[src/core/ebc_defines.vh]
// Register indices, field positions and command codes of the event and counter block
`ifndef EBC_DEFINES_VH
`define EBC_DEFINES_VH
// Register indices; byte address is four times the index
`define EBC_IDX_TRIG_LOW 8'h06
`define EBC_IDX_TRIG_HIGH 8'h07
`define EBC_IDX_MAIN_CTRL 8'h08
`define EBC_IDX_AUX_CTRL 8'h09
`define EBC_IDX_AUX_CMD 8'h0a
`define EBC_IDX_MAIN_RLD_LO 8'h0c
`define EBC_IDX_MAIN_RLD_HI 8'h0d
`define EBC_IDX_AUX_RLD_LO 8'h0e
`define EBC_IDX_AUX_RLD_HI 8'h0f
`define EBC_IDX_STATUS 8'h10
`define EBC_IDX_MAIN_LO 8'h14
`define EBC_IDX_MAIN_HI 8'h15
`define EBC_IDX_AUX_VAL 8'h18
`define EBC_IDX_INT_FLAGS 8'h19
// Reset value of every writable register
`define EBC_REG_RESET 16'h0000
// Per-input trigger configuration byte
`define EBC_TRG_SYNC 4
`define EBC_TRG_MASK 5
// Main counter control fields
`define EBC_MC_PAUSE 0
`define EBC_MC_FINISH 1
`define EBC_MC_RELOAD 2
`define EBC_MC_MODE_LSB 3
`define EBC_MC_SRC_LSB 6
// Aux counter control fields
`define EBC_AC_LOAD_LSB 0
`define EBC_AC_LO_NOLOAD 3
`define EBC_AC_LO_ZRLD 4
`define EBC_AC_LO_EDGE_LSB 5
`define EBC_AC_SYNC_LOAD 8
`define EBC_AC_ARR_LSB 9
`define EBC_AC_HI_NOLOAD 11
`define EBC_AC_HI_ZRLD 12
`define EBC_AC_HI_EDGE_LSB 13
// Main counter count modes
`define EBC_MODE_RTI 3'b010
`define EBC_MODE_EXEC 3'b011
`define EBC_MODE_DET 3'b100
`define EBC_MODE_PIN 3'b101
`define EBC_MODE_LOW 3'b110
`define EBC_MODE_HIGH 3'b111
// Aux arrangement codes
`define EBC_ARR_SEP_LO 2'b00
`define EBC_ARR_TIED 2'b10
`define EBC_ARR_WIDE 2'b11
// Auxiliary command top nibble
`define EBC_CMD_INT_LO_CLR 4'h0
`define EBC_CMD_INT_HI_CLR 4'h1
`define EBC_CMD_INT_LO_SET 4'h2
`define EBC_CMD_INT_HI_SET 4'h3
`define EBC_CMD_REQ_CLR 4'h4
`define EBC_CMD_REQ_SET 4'h5
`define EBC_CMD_LOAD 4'h6
`endif

[src/core/ebc_event_counter.v]
// Trigger recognition, request flags, main and auxiliary counters behind an APB slave
`timescale 1ns/1ps
`include "ebc_defines.vh"

module ebc_event_counter (
  // APB slave
  input wire pclk,
  input wire presetn,
  input wire [7:0] paddr,
  input wire psel,
  input wire penable,
  input wire pwrite,
  input wire [31:0] pwdata,
  output reg [31:0] prdata,
  output wire pready,
  output reg pslverr,
  // Scan side pins
  input wire tck,
  input wire [3:0] trigger_pin,
  // Sequencer state, same clock domain
  input wire scan_data_state,
  input wire run_idle_state,
  input wire idle_cycle_command,
  input wire scan_shift_state,
  // Results
  output reg [3:0] request_flag,
  output reg [15:0] int_flag,
  output reg [3:0] edge_sense_hit,
  output reg main_zero,
  output reg aux_low_zero,
  output reg aux_high_zero
);

////////////////////////////////////////////////////////////////////////////////
// Registers and state
reg [15:0] trigger_select_low;
reg [15:0] trigger_select_high;
reg [15:0] main_counter_control;
reg [15:0] aux_counter_control;
reg [15:0] auxiliary_command;
reg [31:0] main_counter_reload;
reg [15:0] aux_low_reload;
reg [15:0] aux_high_reload;
// Live counters; reset to zero, so the first tick already passes zero
reg [31:0] main_counter;
reg [15:0] aux_counter_low;
reg [15:0] aux_counter_high;
// Two-stage synchronisers for the scan-side pins and the test clock
reg [3:0] pin_meta;
reg [3:0] pin_sync;
reg [3:0] pin_prev;
reg [3:0] pin_tck;
reg tck_meta;
reg tck_sync;
reg tck_prev;
// One-cycle strobe after a command write
reg cmd_pulse;

// Both trigger registers as one map, one byte per input
wire [31:0] sel_all = {trigger_select_high, trigger_select_low};
// Edges found in the pclk domain; each tck phase must last two pclk cycles
wire tck_rise = tck_sync & ~tck_prev;
wire [3:0] pin_fall = pin_prev & ~pin_sync;
wire [3:0] pin_rise = pin_sync & ~pin_prev;
wire [3:0] det;
// Command fields; the low byte is the flag mask
wire [3:0] cmd_op = auxiliary_command[15:12];
wire [7:0] cmd_bits = auxiliary_command[7:0];

////////////////////////////////////////////////////////////////////////////////
// Pin and TCK synchronisers, then history for edges
always @(posedge pclk or negedge presetn) begin
  if (!presetn) begin
    pin_meta <= 4'h0;
    pin_sync <= 4'h0;
    pin_prev <= 4'h0;
    pin_tck <= 4'h0;
    tck_meta <= 1'b0;
    tck_sync <= 1'b0;
    tck_prev <= 1'b0;
  end else begin
    // First stage may go metastable; only the second stage is read
    pin_meta <= trigger_pin;
    pin_sync <= pin_meta;
    pin_prev <= pin_sync;
    tck_meta <= tck;
    tck_sync <= tck_meta;
    tck_prev <= tck_sync;
    // Level seen at the last TCK edge, for two-sample matching
    if (tck_rise) begin
      pin_tck <= pin_sync;
    end
  end
end

////////////////////////////////////////////////////////////////////////////////
// Per-input recognition; one config byte per input
genvar g;
generate
  for (g = 0; g < 4; g = g + 1) begin : trig
    wire [7:0] cfg = sel_all[g*8 +: 8];
    // Level required at the previous tck edge
    wire want_old = cfg[7] ? cfg[6] : ~cfg[6];
    // Level now must match the low condition bit
    wire sync_hit = tck_rise & (pin_tck[g] == want_old) & (pin_sync[g] == cfg[6]);
    reg async_hit;
    // Zero passings feed the detector as well as edges
    always @* begin
      case (cfg[7:6])
        2'b00: async_hit = pin_fall[g];
        2'b01: async_hit = pin_rise[g];
        2'b10: async_hit = aux_low_zero;
        default: async_hit = aux_high_zero;
      endcase
    end
    // Masked inputs are blind during the data scan state
    assign det[g] = (cfg[`EBC_TRG_SYNC] ? sync_hit : async_hit) &
      ~(cfg[`EBC_TRG_MASK] & scan_data_state);
  end
endgenerate

////////////////////////////////////////////////////////////////////////////////
// Request flag setters from detectors and main zero passing
reg [3:0] req_set;
integer i;
always @* begin
  req_set = 4'h0;
  for (i = 0; i < 4; i = i + 1) begin
    req_set = req_set | ({4{det[i]}} & sel_all[i*8 +: 4]);
  end
  // Main zero passing adds pause and finish requests
  req_set[0] = req_set[0] | (main_zero & main_counter_control[`EBC_MC_PAUSE]);
  req_set[1] = req_set[1] | (main_zero & main_counter_control[`EBC_MC_FINISH]);
end

////////////////////////////////////////////////////////////////////////////////
// Main counter tick selection
wire [2:0] mc_mode = main_counter_control[`EBC_MC_MODE_LSB +: 3];
wire [1:0] mc_src = main_counter_control[`EBC_MC_SRC_LSB +: 2];
// Synchronised level of the selected pin
wire mc_pin = pin_sync[mc_src];
reg mc_tick;
always @* begin
  case (mc_mode)
    `EBC_MODE_RTI: mc_tick = tck_rise & idle_cycle_command & run_idle_state;
    `EBC_MODE_EXEC: mc_tick = tck_rise & idle_cycle_command;
    `EBC_MODE_DET: mc_tick = det[mc_src];
    `EBC_MODE_PIN: mc_tick = pin_rise[mc_src];
    `EBC_MODE_LOW: mc_tick = tck_rise & ~mc_pin;
    `EBC_MODE_HIGH: mc_tick = tck_rise & mc_pin;
    default: mc_tick = 1'b0;
  endcase
  // Shift cycles of a scan command are counted in the command modes
  if (mc_mode[2:1] == 2'b01 && scan_shift_state && tck_rise) begin
    mc_tick = 1'b1;
  end
end

////////////////////////////////////////////////////////////////////////////////
// Aux counter tick, load and arrangement
wire [2:0] lo_edge = aux_counter_control[`EBC_AC_LO_EDGE_LSB +: 3];
wire [2:0] hi_edge = aux_counter_control[`EBC_AC_HI_EDGE_LSB +: 3];
wire [2:0] ld_code = aux_counter_control[`EBC_AC_LOAD_LSB +: 3];
wire [1:0] arr = aux_counter_control[`EBC_AC_ARR_LSB +: 2];
wire lo_edge_hit = lo_edge[0] ? pin_rise[lo_edge[2:1]] : pin_fall[lo_edge[2:1]];
wire hi_edge_hit = hi_edge[0] ? pin_rise[hi_edge[2:1]] : pin_fall[hi_edge[2:1]];
// Sync loading uses the level caught at the last TCK edge
wire [3:0] ld_level = aux_counter_control[`EBC_AC_SYNC_LOAD] ? pin_tck : pin_sync;
wire ld_cond = ld_level[ld_code[2:1]] == ld_code[0];
wire cascade = arr[1];
// Low half always counts on its own edge
wire lo_tick = lo_edge_hit;
wire lo_pass = lo_tick & (aux_counter_low == 16'h0000);
// Tied and wide forms advance the high half on a low-half wrap
wire hi_tick = cascade ? lo_pass : hi_edge_hit;
wire hi_pass = hi_tick & (aux_counter_high == 16'h0000);
// Level load is held for as long as the condition holds
wire lo_ld = ld_cond & ~aux_counter_control[`EBC_AC_LO_NOLOAD];
wire hi_ld_any = (arr == `EBC_ARR_WIDE) ? lo_ld : ld_cond;
wire hi_ld = hi_ld_any & ~aux_counter_control[`EBC_AC_HI_NOLOAD] &
  (arr != `EBC_ARR_SEP_LO);
// Software load from the command's load code
wire sw_load = cmd_pulse && cmd_op == `EBC_CMD_LOAD;
// Wide form passes zero only when the whole 32 bits wrap
wire lo_zero_out = (arr == `EBC_ARR_WIDE) ? 1'b0 : lo_pass;

////////////////////////////////////////////////////////////////////////////////
// Counters; load beats count, zero passing reload optional
always @(posedge pclk or negedge presetn) begin
  if (!presetn) begin
    main_counter <= 32'h00000000;
    aux_counter_low <= 16'h0000;
    aux_counter_high <= 16'h0000;
    main_zero <= 1'b0;
    aux_low_zero <= 1'b0;
    aux_high_zero <= 1'b0;
  end else begin
    // Zero pulses follow one cycle after the tick that passes zero
    main_zero <= mc_tick & (main_counter == 32'h00000000);
    aux_low_zero <= lo_zero_out;
    aux_high_zero <= hi_pass;
    // Software load wins over a tick in the same cycle
    if (sw_load && cmd_bits[0]) begin
      main_counter <= main_counter_reload;
    end else if (mc_tick) begin
      if (main_counter == 32'h00000000 && main_counter_control[`EBC_MC_RELOAD]) begin
        main_counter <= main_counter_reload;
      end else begin
        main_counter <= main_counter - 32'h00000001;
      end
    end
    // Low aux: load first, then reload at zero, else count down
    if ((sw_load && cmd_bits[4]) || lo_ld) begin
      aux_counter_low <= aux_low_reload;
    end else if (lo_tick) begin
      if (lo_pass && aux_counter_control[`EBC_AC_LO_ZRLD]) begin
        aux_counter_low <= aux_low_reload;
      end else begin
        aux_counter_low <= aux_counter_low - 16'h0001;
      end
    end
    // High aux, same order of priority
    if ((sw_load && cmd_bits[5]) || hi_ld) begin
      aux_counter_high <= aux_high_reload;
    end else if (hi_tick) begin
      if (hi_pass && aux_counter_control[`EBC_AC_HI_ZRLD]) begin
        aux_counter_high <= aux_high_reload;
      end else begin
        aux_counter_high <= aux_counter_high - 16'h0001;
      end
    end
  end
end

////////////////////////////////////////////////////////////////////////////////
// Flags: hardware set beats command clear in the same cycle
reg [3:0] next_request_flag;
reg [15:0] next_int_flag;
always @* begin
  next_request_flag = request_flag;
  next_int_flag = int_flag;
  // Command first, hardware sets are ORed on top
  if (cmd_pulse) begin
    case (cmd_op)
      `EBC_CMD_INT_LO_CLR: next_int_flag[5:0] = int_flag[5:0] & ~cmd_bits[5:0];
      `EBC_CMD_INT_LO_SET: next_int_flag[5:0] = int_flag[5:0] | cmd_bits[5:0];
      `EBC_CMD_INT_HI_CLR: next_int_flag[15:8] = int_flag[15:8] & ~cmd_bits;
      `EBC_CMD_INT_HI_SET: next_int_flag[15:8] = int_flag[15:8] | cmd_bits;
      `EBC_CMD_REQ_CLR: next_request_flag = request_flag & ~cmd_bits[3:0];
      `EBC_CMD_REQ_SET: next_request_flag = request_flag | cmd_bits[3:0];
      default: next_request_flag = request_flag;
    endcase
  end
  // Applied last so a same-cycle clear cannot lose an event
  next_request_flag = next_request_flag | req_set;
end

// Flag and hit registers
always @(posedge pclk or negedge presetn) begin
  if (!presetn) begin
    request_flag <= 4'h0;
    int_flag <= 16'h0000;
    edge_sense_hit <= 4'h0;
  end else begin
    request_flag <= next_request_flag;
    int_flag <= next_int_flag;
    // Sticky detector hits, cleared by the request-clear command
    if (cmd_pulse && cmd_op == `EBC_CMD_REQ_CLR) begin
      edge_sense_hit <= det;
    end else begin
      edge_sense_hit <= edge_sense_hit | det;
    end
  end
end

////////////////////////////////////////////////////////////////////////////////
// APB decode; read data latched in setup so it comes from a flop
wire [7:0] idx = {2'b00, paddr[7:2]};
wire setup = psel & ~penable;
wire wr_take = psel & penable & pwrite;
reg [31:0] rd_mux;
reg hit;
// No wait states: every register answers in the access phase
assign pready = 1'b1;

// Read mux; the upper half of 16-bit registers reads zero
always @* begin
  hit = 1'b1;
  case (idx)
    `EBC_IDX_TRIG_LOW: rd_mux = {16'h0000, trigger_select_low};
    `EBC_IDX_TRIG_HIGH: rd_mux = {16'h0000, trigger_select_high};
    `EBC_IDX_MAIN_CTRL: rd_mux = {16'h0000, main_counter_control};
    `EBC_IDX_AUX_CTRL: rd_mux = {16'h0000, aux_counter_control};
    `EBC_IDX_AUX_CMD: rd_mux = {16'h0000, auxiliary_command};
    `EBC_IDX_MAIN_RLD_LO: rd_mux = {16'h0000, main_counter_reload[15:0]};
    `EBC_IDX_MAIN_RLD_HI: rd_mux = {16'h0000, main_counter_reload[31:16]};
    `EBC_IDX_AUX_RLD_LO: rd_mux = {16'h0000, aux_low_reload};
    `EBC_IDX_AUX_RLD_HI: rd_mux = {16'h0000, aux_high_reload};
    `EBC_IDX_STATUS: rd_mux = {24'h000000, edge_sense_hit, request_flag};
    `EBC_IDX_MAIN_LO: rd_mux = {16'h0000, main_counter[15:0]};
    `EBC_IDX_MAIN_HI: rd_mux = {16'h0000, main_counter[31:16]};
    `EBC_IDX_AUX_VAL: rd_mux = {aux_counter_high, aux_counter_low};
    `EBC_IDX_INT_FLAGS: rd_mux = {16'h0000, int_flag};
    default: begin
      rd_mux = 32'h00000000;
      hit = 1'b0;
    end
  endcase
end

// Writes land in the access phase; a command write also fires one pulse
always @(posedge pclk or negedge presetn) begin
  if (!presetn) begin
    trigger_select_low <= `EBC_REG_RESET;
    trigger_select_high <= `EBC_REG_RESET;
    main_counter_control <= `EBC_REG_RESET;
    aux_counter_control <= `EBC_REG_RESET;
    auxiliary_command <= `EBC_REG_RESET;
    main_counter_reload <= 32'h00000000;
    aux_low_reload <= `EBC_REG_RESET;
    aux_high_reload <= `EBC_REG_RESET;
    cmd_pulse <= 1'b0;
    prdata <= 32'h00000000;
    pslverr <= 1'b0;
  end else begin
    // Pulse a cycle late so the command register has settled
    cmd_pulse <= wr_take && idx == `EBC_IDX_AUX_CMD;
    // Sampled in setup, so read data stands through the access phase
    if (setup) begin
      prdata <= pwrite ? 32'h00000000 : rd_mux;
      pslverr <= ~hit;
    end
    // Writes to read-only or unmapped indices are dropped
    if (wr_take) begin
      case (idx)
        `EBC_IDX_TRIG_LOW: trigger_select_low <= pwdata[15:0];
        `EBC_IDX_TRIG_HIGH: trigger_select_high <= pwdata[15:0];
        `EBC_IDX_MAIN_CTRL: main_counter_control <= pwdata[15:0];
        `EBC_IDX_AUX_CTRL: aux_counter_control <= pwdata[15:0];
        `EBC_IDX_AUX_CMD: auxiliary_command <= pwdata[15:0];
        `EBC_IDX_MAIN_RLD_LO: main_counter_reload[15:0] <= pwdata[15:0];
        `EBC_IDX_MAIN_RLD_HI: main_counter_reload[31:16] <= pwdata[15:0];
        `EBC_IDX_AUX_RLD_LO: aux_low_reload <= pwdata[15:0];
        `EBC_IDX_AUX_RLD_HI: aux_high_reload <= pwdata[15:0];
        default: auxiliary_command <= auxiliary_command;
      endcase
    end
  end
end

endmodule

[config.mk]
export PLATFORM = sky130hd
export DESIGN_NAME = ebc_event_counter
export DESIGN_NICKNAME = d
export VERILOG_FILES = /design/src/core/ebc_event_counter.v
export VERILOG_INCLUDE_DIRS = /design/src /design/src/core
export SDC_FILE = /design/constraint.sdc
export NUM_CORES = 1
export LEC_CHECK = 0
export BUFFER_PORTS_ARGS = -buffer_cell sky130_fd_sc_hd__buf_4
export CAP_MARGIN = 5
export CORE_ASPECT_RATIO = 0.8
export CORE_MARGIN = 2
export CORE_UTILIZATION = 50
export CTS_CLUSTER_DIAMETER = 150
export DETAILED_ROUTE_END_ITERATION = 16
export PLACE_DENSITY = 0.71
export SLEW_MARGIN = 25
export SYNTH_ARGS = -nofsm -noshare
export SYNTH_HDL_FRONTEND = slang
export SYNTH_SLANG_ARGS = --single-unit
[constraint.sdc]
create_clock -name pclk -period 2.4 [get_ports pclk]
set_input_delay 0.72 -clock pclk [delete_from_list [all_inputs] [get_ports pclk]]
set_output_delay 0.72 -clock pclk [all_outputs]
set_load 0.01 [all_outputs]
==> flow_summary.ini, run 1 <==
[detailed_routing]
first_pass_iters = 6
wl_per_cell_um = 27.7
ant_nets = 0
drt-vias-per-instance = 6.76
dr_total_vias = 13700
drc_errors = 0
drt_iter0_drc = 1842
wl_mm = 56.3

[setup_path]
cp_max_fo = 6
critPathKind = reg2reg
end_kind = register
worst_path_max_delay_cell = o41a_1
critPathBufInv = 2
required_ns = 2.84
max_stage_delay_ns = 0.60
cp_cell_sequence = mux4_2 > mux2i_1 > buf_4 > xnor2_2 > o41a_1 > buf_6 > o311a_1 > a221o_1
cp.arrival_ns = 3.10
path_delay_family = compound AO/OA/AOI/OAI gates
cp-start-kind = register

[timing]
finalClockSkew_ns = 0.0130
setup_viol = 64
maxSlewViolCount = 0
rsz0062_at_grt = true
relSlewSlack_pct = 43.0
fmaxAchievable_mhz = 376
worstMarginPinSlew_ns = 0.842
hold_violations = 0
fin_crit_ns = 2.66
timing.final.crit_share_pct = 111
worst_slack_ns = -0.257

[synth]
netlist_area_mm2 = 0.0146
ys_types = 82
ys_seq_area_share_pct = 49.0
syn_avg_cell_area_um2 = 11.1
synth-main-ff-cell = dfrtp_1
synthTopCellsByCount = dfrtp_1, mux2_2, nor2_1, nand2_1, a221oi_1
ys.warnings.count = 0
synth-edff-count = 0
synth_seq_cells = 286
yosysTopAreaCellShare_pct = 49.0
synthArstFlopShare_pct = 100
synth_top_area_cell = dfrtp_1
synth.most_common_cell = dfrtp_1
synthCells = 1311
synthTopCellsByArea = dfrtp_1, mux2_2, a221oi_1

[cells_and_area]
top_regs = main_counter x32, main_counter_reload x32, prdata x32
drive_gt1_share_pct = 44.0
fillers = 2039
area_delta_synth_final_pct = 36.8
utilization_pct = 70.1
fin_nets = 1713
stdcell_area_mm2 = 0.0200

[grt]
grt_pass1_vias = 13500
grt_pass1_wl_mm = 83.2
track_usage_pct = 36.4
grt_max_degree = 58
antenna_found_initial = 0
grt.overflow.total = 0

[die]
ioPinCount = 115
initial_core_util_pct = 51.2
chipHeight_um = 157
die_w_um = 195
die-area_mm2 = 0.0306
rows = 55
core_mm2 = 0.0285

[place]
dpl.hpwl_mm = 39.6
gp_congestion = 1.05
placed_cell_area_mm2 = 0.0177
port_buffers = 93

[outcome]
violations = negative setup slack
status = finished, violations left

[clocking]
worstSkewPairLatency_ns = 0.57
clk_path_buf_depth = 3
htreeDepth = 1
cts.sinks = 286
root_buffer = clkbuf_16
cts_tree = yes
cts_buffers = 30
clk_pin_slew_worst_paths_ns = 0.06
cts_hold_buf = 0

[pwr]
leakage_uw = 0.00940
power.density_mw_per_mm2 = 728
ir_worst_vdd_mv = 0.648

[run]
max_cap_viol_count = 0

[min_path]
hold_class = in2async
-- metrics by stage --
stage	instances	setup slack (ns)	hold slack, ns	power [uW]	TNS [ns]
after global placement	1946	-0.292	0.333	8760	-22.49
final	2033	-0.257	0.0800	14500	-9.70
after CTS	2026	-0.143	0.103	14300	-4.92
after floorplan	1312	-0.0284	0.331	7300	-0.513
after global routing	2031	-0.299	0.106	15100	-12.92
after detailed placement	1946	-0.352	0.336	8860	-28.74
-- routing by layer --
layer  GRT usage (%)  wire length, um  part of all wire (%)  vias to the layer above
li1                -                -                     -                     5692
met1            50.9            22500                    40                     6894
met2            54.1            24200                    43                      939
met3            9.91             6990                    12                      210
met4            14.3             2590                   4.6                        0
met5               0                0                     0                        -
-- report_power, final --
| group | internal, uW | leakage, uW | switching, uW |
|---|---|---|---|
| logic | 1600 | 0.00504 | 1950 |
| registers | 5260 | 0.00382 | 532 |
| clock network | 3230 | 0.000539 | 1980 |
-- cell usage in the layout (no fill, tap or decap), drive strengths merged, types with 9 or more instances in the layout --
| cell type | netlist | final |
|---|---|---|
| buf | 30 | 366 |
| dfrtp | 286 | 286 |
| mux2 | 165 | 165 |
| nor2 | 99 | 99 |
| nand2 | 87 | 87 |
| clkbuf | 42 | 47 |
| a221oi | 43 | 43 |
| a22o | 42 | 42 |
| a31oi | 38 | 38 |
| a21oi | 38 | 38 |
| o21ai | 36 | 36 |
| nand3 | 29 | 29 |
| nor3 | 29 | 29 |
| o22a | 26 | 26 |
| a21o | 25 | 25 |
| mux2i | 24 | 24 |
| inv | 24 | 24 |
| ha | 19 | 19 |
| nor2b | 17 | 17 |
| a22oi | 14 | 14 |
| nor4 | 14 | 14 |
| nand3b | 11 | 11 |
| a222oi | 9 | 9 |
| and3 | 9 | 9 |
| a211oi | 9 | 9 |
-- path summary, 6_finish.rpt --
path                                            to  slack [ns]  cells after the start      startpoint
setup / recovery               aux_counter_high[6]       -0.26                      8     pin_sync[1]
hold / removal             aux_counter_control[13]        0.08                      1         presetn
setup reg to reg               aux_counter_high[6]       -0.26                      8     pin_sync[1]
hold reg to reg                           tck_sync        0.35                      0        tck_meta
max in group asynchronous         main_counter[27]        1.61                      2         presetn
min in group pclk                      pin_meta[1]        0.26                      1  trigger_pin[1]
-- cells by family (layout without fill, tap and decap cells) --
family,after synthesis,after routing,synth area share [%]
flops,286,286,49.0
compound gates,348,348,18.1
buf+inv,96,445,2.96
other cells,2,5,0.0514
fa+ha+maj,20,20,1.70
simple gates,353,353,12.3
mux,194,194,15.1
xor+xnor,12,12,0.720
-- worst reg2reg max path: cells and delay by family, from the launching register on --
family,cells,cell delay (ns)
xor+xnor,1,0.08
flops,1,0.46
mux,2,0.62
compound gates,3,0.98
buf+inv,2,0.39
-- cell type report --
class | instances | area [um2] | area share, %
Multi-Input combinational cell | 930 | 7780 | 39.0
Sequential cell | 286 | 7160 | 35.9
Timing Repair Buffer | 368 | 3370 | 16.9
Clock buffer | 45 | 908 | 4.55
Tap cell | 370 | 463 | 2.32
Clock inverter | 8 | 190 | 0.952
Inverter | 24 | 92.6 | 0.464
Antenna cell | 2 | 5.00 | 0.0251
-- timing repair --
action,in CTS,in global routing
resized for setup,96,82
buffers inserted,21,7
endpoints found under the setup margin,66,70
pin swaps,37,44
cloned,6,2
Power figures use the tool's default switching activity.
==> run 2, diff against run 1 <==
Settings changed: BUFFER_PORTS_ARGS -buffer_cell sky130_fd_sc_hd__buf_4 to -buffer_cell sky130_fd_sc_hd__buf_2, TNS_END_PERCENT set to 30.
==> run 2 against run 1 <==
Net effect: the flow still finishes with violations (negative setup slack); utilization down 1.8 points; die area unchanged; sequential share of layout area up 0.90 points; maximum frequency about the same; clock-buffer cell count down 7; sequential power about the same; sequential cell count unchanged; clock power down 3%; clock skew up 0.0092 ns; setup slack about the same; combinational power down 3%; largest cell class unchanged; highest routed layer unchanged.
==> flow_summary.ini, run 2 (same netlist as run 1, synthesis figures left out) <==
[clocking]
root_buffer = clkbuf_16
htreeDepth = 1
cts_buffers = 31
cts.sinks = 286
clk_pin_slew_worst_paths_ns = 0.07
clk_path_buf_depth = 3
cts_tree = yes
worstSkewPairLatency_ns = 0.59
cts_hold_buf = 0

[setup_path]
critPathKind = reg2reg
cp.arrival_ns = 3.11
required_ns = 2.85
worst_path_max_delay_cell = or4_4
cp-start-kind = register
critPathBufInv = 2
cp_cell_sequence = or4_4 > or4_4 > nor3_4 > buf_6 > a31oi_4 > buf_12 > nor2_2 > a31oi_4 > o22a_1
max_stage_delay_ns = 0.54
cp_max_fo = 14
end_kind = register
path_delay_family = simple AND/OR/NAND/NOR gates

[detailed_routing]
drc_errors = 0
drt_iter0_drc = 1583
wl_mm = 55.9
dr_total_vias = 13500
ant_nets = 0
drt-vias-per-instance = 6.63
first_pass_iters = 6
wl_per_cell_um = 27.4

[cells_and_area]
final_common_cell = dfrtp_1
seq_area_mm2 = 0.00716
layout_common_cells = dfrtp_1, buf_4, mux2_2, buf_2, nand2_1
fillers = 2126
drive_gt1_share_pct = 42.8
antenna_cells = 0
fin_nets = 1720
area_delta_synth_final_pct = 33.4
multiInputGateArea_mm2 = 0.00768
top_regs = main_counter x32, main_counter_reload x32, prdata x32

[pwr]
ir_worst_vdd_mv = 0.649
power.density_mw_per_mm2 = 733
power_uw = 14300
leakage_uw = 0.00927

[place]
gp_congestion = 1.02
port_buffers = 93
dpl.hpwl_mm = 41.2

[grt]
antenna_found_initial = 0
grt.overflow.total = 0
grt_pass1_vias = 13100
grt_max_degree = 56
track_usage_pct = 36.7
grt_pass1_wl_mm = 83.3

[timing]
finalClockSkew_ns = 0.0222
timing.final.crit_share_pct = 111
tns_ns = -8.89
worst_slack_ns = -0.257
maxSlewViolCount = 0
rsz0062_at_grt = true
fmaxAchievable_mhz = 376
setup_viol = 64
worstMarginPinSlew_ns = 0.732
relSlewSlack_pct = 51.0
fin_crit_ns = 2.66
hold_violations = 0

[die]
core_mm2 = 0.0285
rows = 55
chipHeight_um = 157
ioPinCount = 115
die-area_mm2 = 0.0306
die_w_um = 195
initial_core_util_pct = 51.2

[outcome]
violations = negative setup slack
status = finished, violations left

[min_path]
hold_class = in2async

[run]
max_cap_viol_count = 0
==> run 2: cell types whose count changed in the layout (fill, tap and decap cells not counted), moves of 6 or more <==
| cell | previous run | this run |
|---|---|---|
| buf_2 | 0 | 92 |
| buf_4 | 309 | 234 |
| clkinv_2 | 2 | 9 |
| nor2_1 | 66 | 73 |
| nor2_2 | 21 | 14 |
| buf_12 | 31 | 25 |
==> run 2: final timing paths <==
check	from	to	slack [ns]	cells after the start
setup / recovery	main_counter[11]	main_counter[3]	-0.26	9
hold / removal	presetn	aux_counter_low[12]	0.09	1
setup reg to reg	main_counter[11]	main_counter[3]	-0.26	9
hold reg to reg	pin_meta[0]	pin_sync[0]	0.35	0
max in group asynchronous	presetn	main_counter_reload[22]	1.64	2
min in group pclk	trigger_pin[1]	pin_meta[1]	0.24	1
==> run 2: report_power, final <==
| group | total [uW] | leakage, uW | internal [uW] | switching [uW] |
|---|---|---|---|---|
| registers | 5780 | 0.00382 | 5260 | 519 |
| clock network | 5060 | 0.000519 | 2990 | 2080 |
| logic | 3430 | 0.00493 | 1520 | 1910 |
==> run 2: stage by stage <==
stage | utilization, % | cell area, um2 | cells | hold WS [ns] | setup WS [ns]
floorplan | - | 14700 | 1312 | 0.331 | -0.0797
global placement | 61.8 | 17600 | 1968 | 0.333 | -0.451
detailed placement | 61.8 | 17600 | 1968 | 0.336 | -0.573
CTS | 67.1 | 19100 | 2035 | 0.0894 | -0.229
global route | 68.4 | 19500 | 2040 | 0.129 | -0.323
finish | 68.4 | 19500 | 2040 | 0.0905 | -0.257
==> run 2: what timing repair did <==
action,4_1_cts,5_1_grt
cloned,4,1
pin swaps,35,20
setup buffers,7,4
endpoints found under the setup margin,66,83
gates resized for setup,87,59
==> run 2: final cells by class <==
class,instances,area share [%]
inverter,24,0.463
multi-input combinational,931,39.5
clock buffer,38,4.27
tap,370,2.38
clock inverter,18,1.16
timing repair buffer,373,15.5
sequential,286,36.8
==> run 2: worst register-to-register path, cell delays in order, from the launching register on <==
cell and delay (ns):
dfrtp_1 0.40, or4_4 0.54, or4_4 0.47, nor3_4 0.17, buf_6 0.14, a31oi_4 0.16
buf_12 0.22, nor2_2 0.14, a31oi_4 0.04, o22a_1 0.24
==> run 2: layer usage <==
| metal | global-route usage, % | vias to the layer above | wire length [um] |
|---|---|---|---|
| met1 | 52.6 | 6848 | 23700 |
| met2 | 52.9 | 813 | 23400 |
| li1 | - | 5706 | - |
| met4 | 12.9 | 0 | 2350 |
| met5 | 0 | - | 0 |
| met3 | 10.7 | 152 | 6430 |
==> run 3, diff against run 2 <==
Settings changed: SETUP_SLACK_MARGIN set to 0.2.
==> run 3 against run 2 <==
Net effect: the flow still finishes with violations (negative setup slack); maximum frequency up 2.0%; total power rose by 0.93%; combinational power rose by 3%; register-to-register slack improved by 0.05 ns.
==> flow_summary.ini, run 3 (same netlist as run 1, synthesis figures left out) <==
[run]
max_cap_viol_count = 0

[die]
die-area_mm2 = 0.0306
chipHeight_um = 157
core_mm2 = 0.0285
rows = 55
die_w_um = 195
ioPinCount = 115
initial_core_util_pct = 51.2

[cells_and_area]
antenna_cells = 0
final_common_cell = dfrtp_1
multiInputGateArea_mm2 = 0.00781
area_delta_synth_final_pct = 36.6
fin_nets = 1737
drive_gt1_share_pct = 44.8
layout_common_cells = dfrtp_1, buf_4, mux2_2, buf_2, nand2_1
top_regs = main_counter x32, main_counter_reload x32, prdata x32
seq_area_mm2 = 0.00716
fillers = 2004

[place]
dpl.hpwl_mm = 40.3
dpl_worst_slack_ns = -0.368
gp_congestion = 1.05
port_buffers = 93

[clocking]
root_buffer = clkbuf_16
cts.sinks = 286
cts_tree = yes
cts_buffers = 31
worstSkewPairLatency_ns = 0.59
cts_hold_buf = 0
clk_path_buf_depth = 3
clk_pin_slew_worst_paths_ns = 0.07
htreeDepth = 1

[timing]
worst_slack_ns = -0.204
relSlewSlack_pct = 51.9
timing.final.crit_share_pct = 109
finalClockSkew_ns = 0.0141
fmaxAchievable_mhz = 384
hold_violations = 0
whs_ns = 0.0767
worstMarginPinSlew_ns = 0.720
fin_crit_ns = 2.60
rsz0062_at_grt = true
maxSlewViolCount = 0
setup_viol = 63

[detailed_routing]
first_pass_iters = 9
dr_total_vias = 13800
drt-vias-per-instance = 6.68
wl_per_cell_um = 27.3
ant_nets = 0
wl_mm = 56.1
drt_iter0_drc = 1600
drc_errors = 0

[grt]
grt_pass1_vias = 13400
grt.overflow.total = 0
grt_max_degree = 60
antenna_found_initial = 1
grt_pass1_wl_mm = 83.2
track_usage_pct = 36.8

[setup_path]
end_kind = register
required_ns = 2.88
critPathKind = reg2reg
cp-start-kind = register
cp.arrival_ns = 3.08
cp_max_fo = 7

[outcome]
status = finished, violations left
violations = negative setup slack

[pwr]
power.density_mw_per_mm2 = 723
power_uw = 14400
ir_worst_vdd_mv = 0.663
leakage_uw = 0.00949

[min_path]
hold_class = in2async
[run 3: changes by cell type in the layout (fill, tap and decap cells not counted), moves of 5 or more]
cell and change:
buf_6 +14, nor2_1 -7, buf_12 +6, clkinv_2 -6, a31oi_1 +5, a31oi_4 -5, nor2_2 +5
[run 3: where the power goes]
group | internal, uW | total, uW | switching (uW)
registers | 5260 | 5760 | 499
logic | 1590 | 3540 | 1950
clock network | 3010 | 5110 | 2100
[run 3: final cells by class]
| cell class | count | share of cell area [%] |
|---|---|---|
| multi-input cells | 930 | 39.2 |
| flip-flops and latches | 286 | 35.9 |
| well taps | 370 | 2.32 |
| inverters | 24 | 0.489 |
| clock inverters | 16 | 1.07 |
| repair buffers | 391 | 16.7 |
| clock buffers | 42 | 4.40 |
[run 3: final timing paths]
kind / start / end / slack [ns] / cells past startpoint
max in group asynchronous: presetn / main_counter_reload[30] / 1.65 / 2
worst max-delay path: main_counter[11] / main_counter[30] / -0.20 / 9
worst max register to register: main_counter[11] / main_counter[30] / -0.20 / 9
worst min register to register: pin_meta[1] / pin_sync[1] / 0.35 / 0
min in group pclk: trigger_pin[3] / pin_meta[3] / 0.23 / 1
worst min-delay path: presetn / aux_counter_control[13] / 0.08 / 1
[run 3: critical path: stages, from the launching register on]
cell,delay [ns]
dfrtp_1,0.38
or4_4,0.54
or4_4,0.48
nor3_4,0.22
a31oi_4,0.19
buf_6,0.18
buf_16,0.14
nor2_1,0.09
a31oi_1,0.05
o22a_1,0.21
[run 3: through the flow]
stage	area, um2	util, %	instances	TNS (ns)
3_5_place_dp	17700	62.0	1967	-37.92
5_1_grt	19900	70.0	2059	-10.77
2_1_floorplan	14900	-	1312	-0.671
3_3_place_gp	17700	62.0	1967	-32.53
6_report	19900	70.0	2059	-6.48
4_1_cts	19500	68.5	2053	-4.76
[run 3: routing by layer]
metal / part of all wire, % / routed length, um / GRT usage (%) / vias up
met5: 0 / 0 / 0 / -
li1: - / - / - / 5743
met1: 39 / 22200 / 49.1 / 6882
met2: 42 / 23500 / 53.9 / 944
met3: 14 / 7950 / 15.0 / 183
met4: 4.4 / 2490 / 13.3 / 0
[run 3: what timing repair did]
action / in CTS / in global routing
gates cloned: 6 / 0
hold endpoints to repair: 0 / 0
buffers inserted: 22 / 6
gates resized for setup: 89 / 98
pin swaps: 26 / 40
endpoints found under the setup margin: 67 / 89
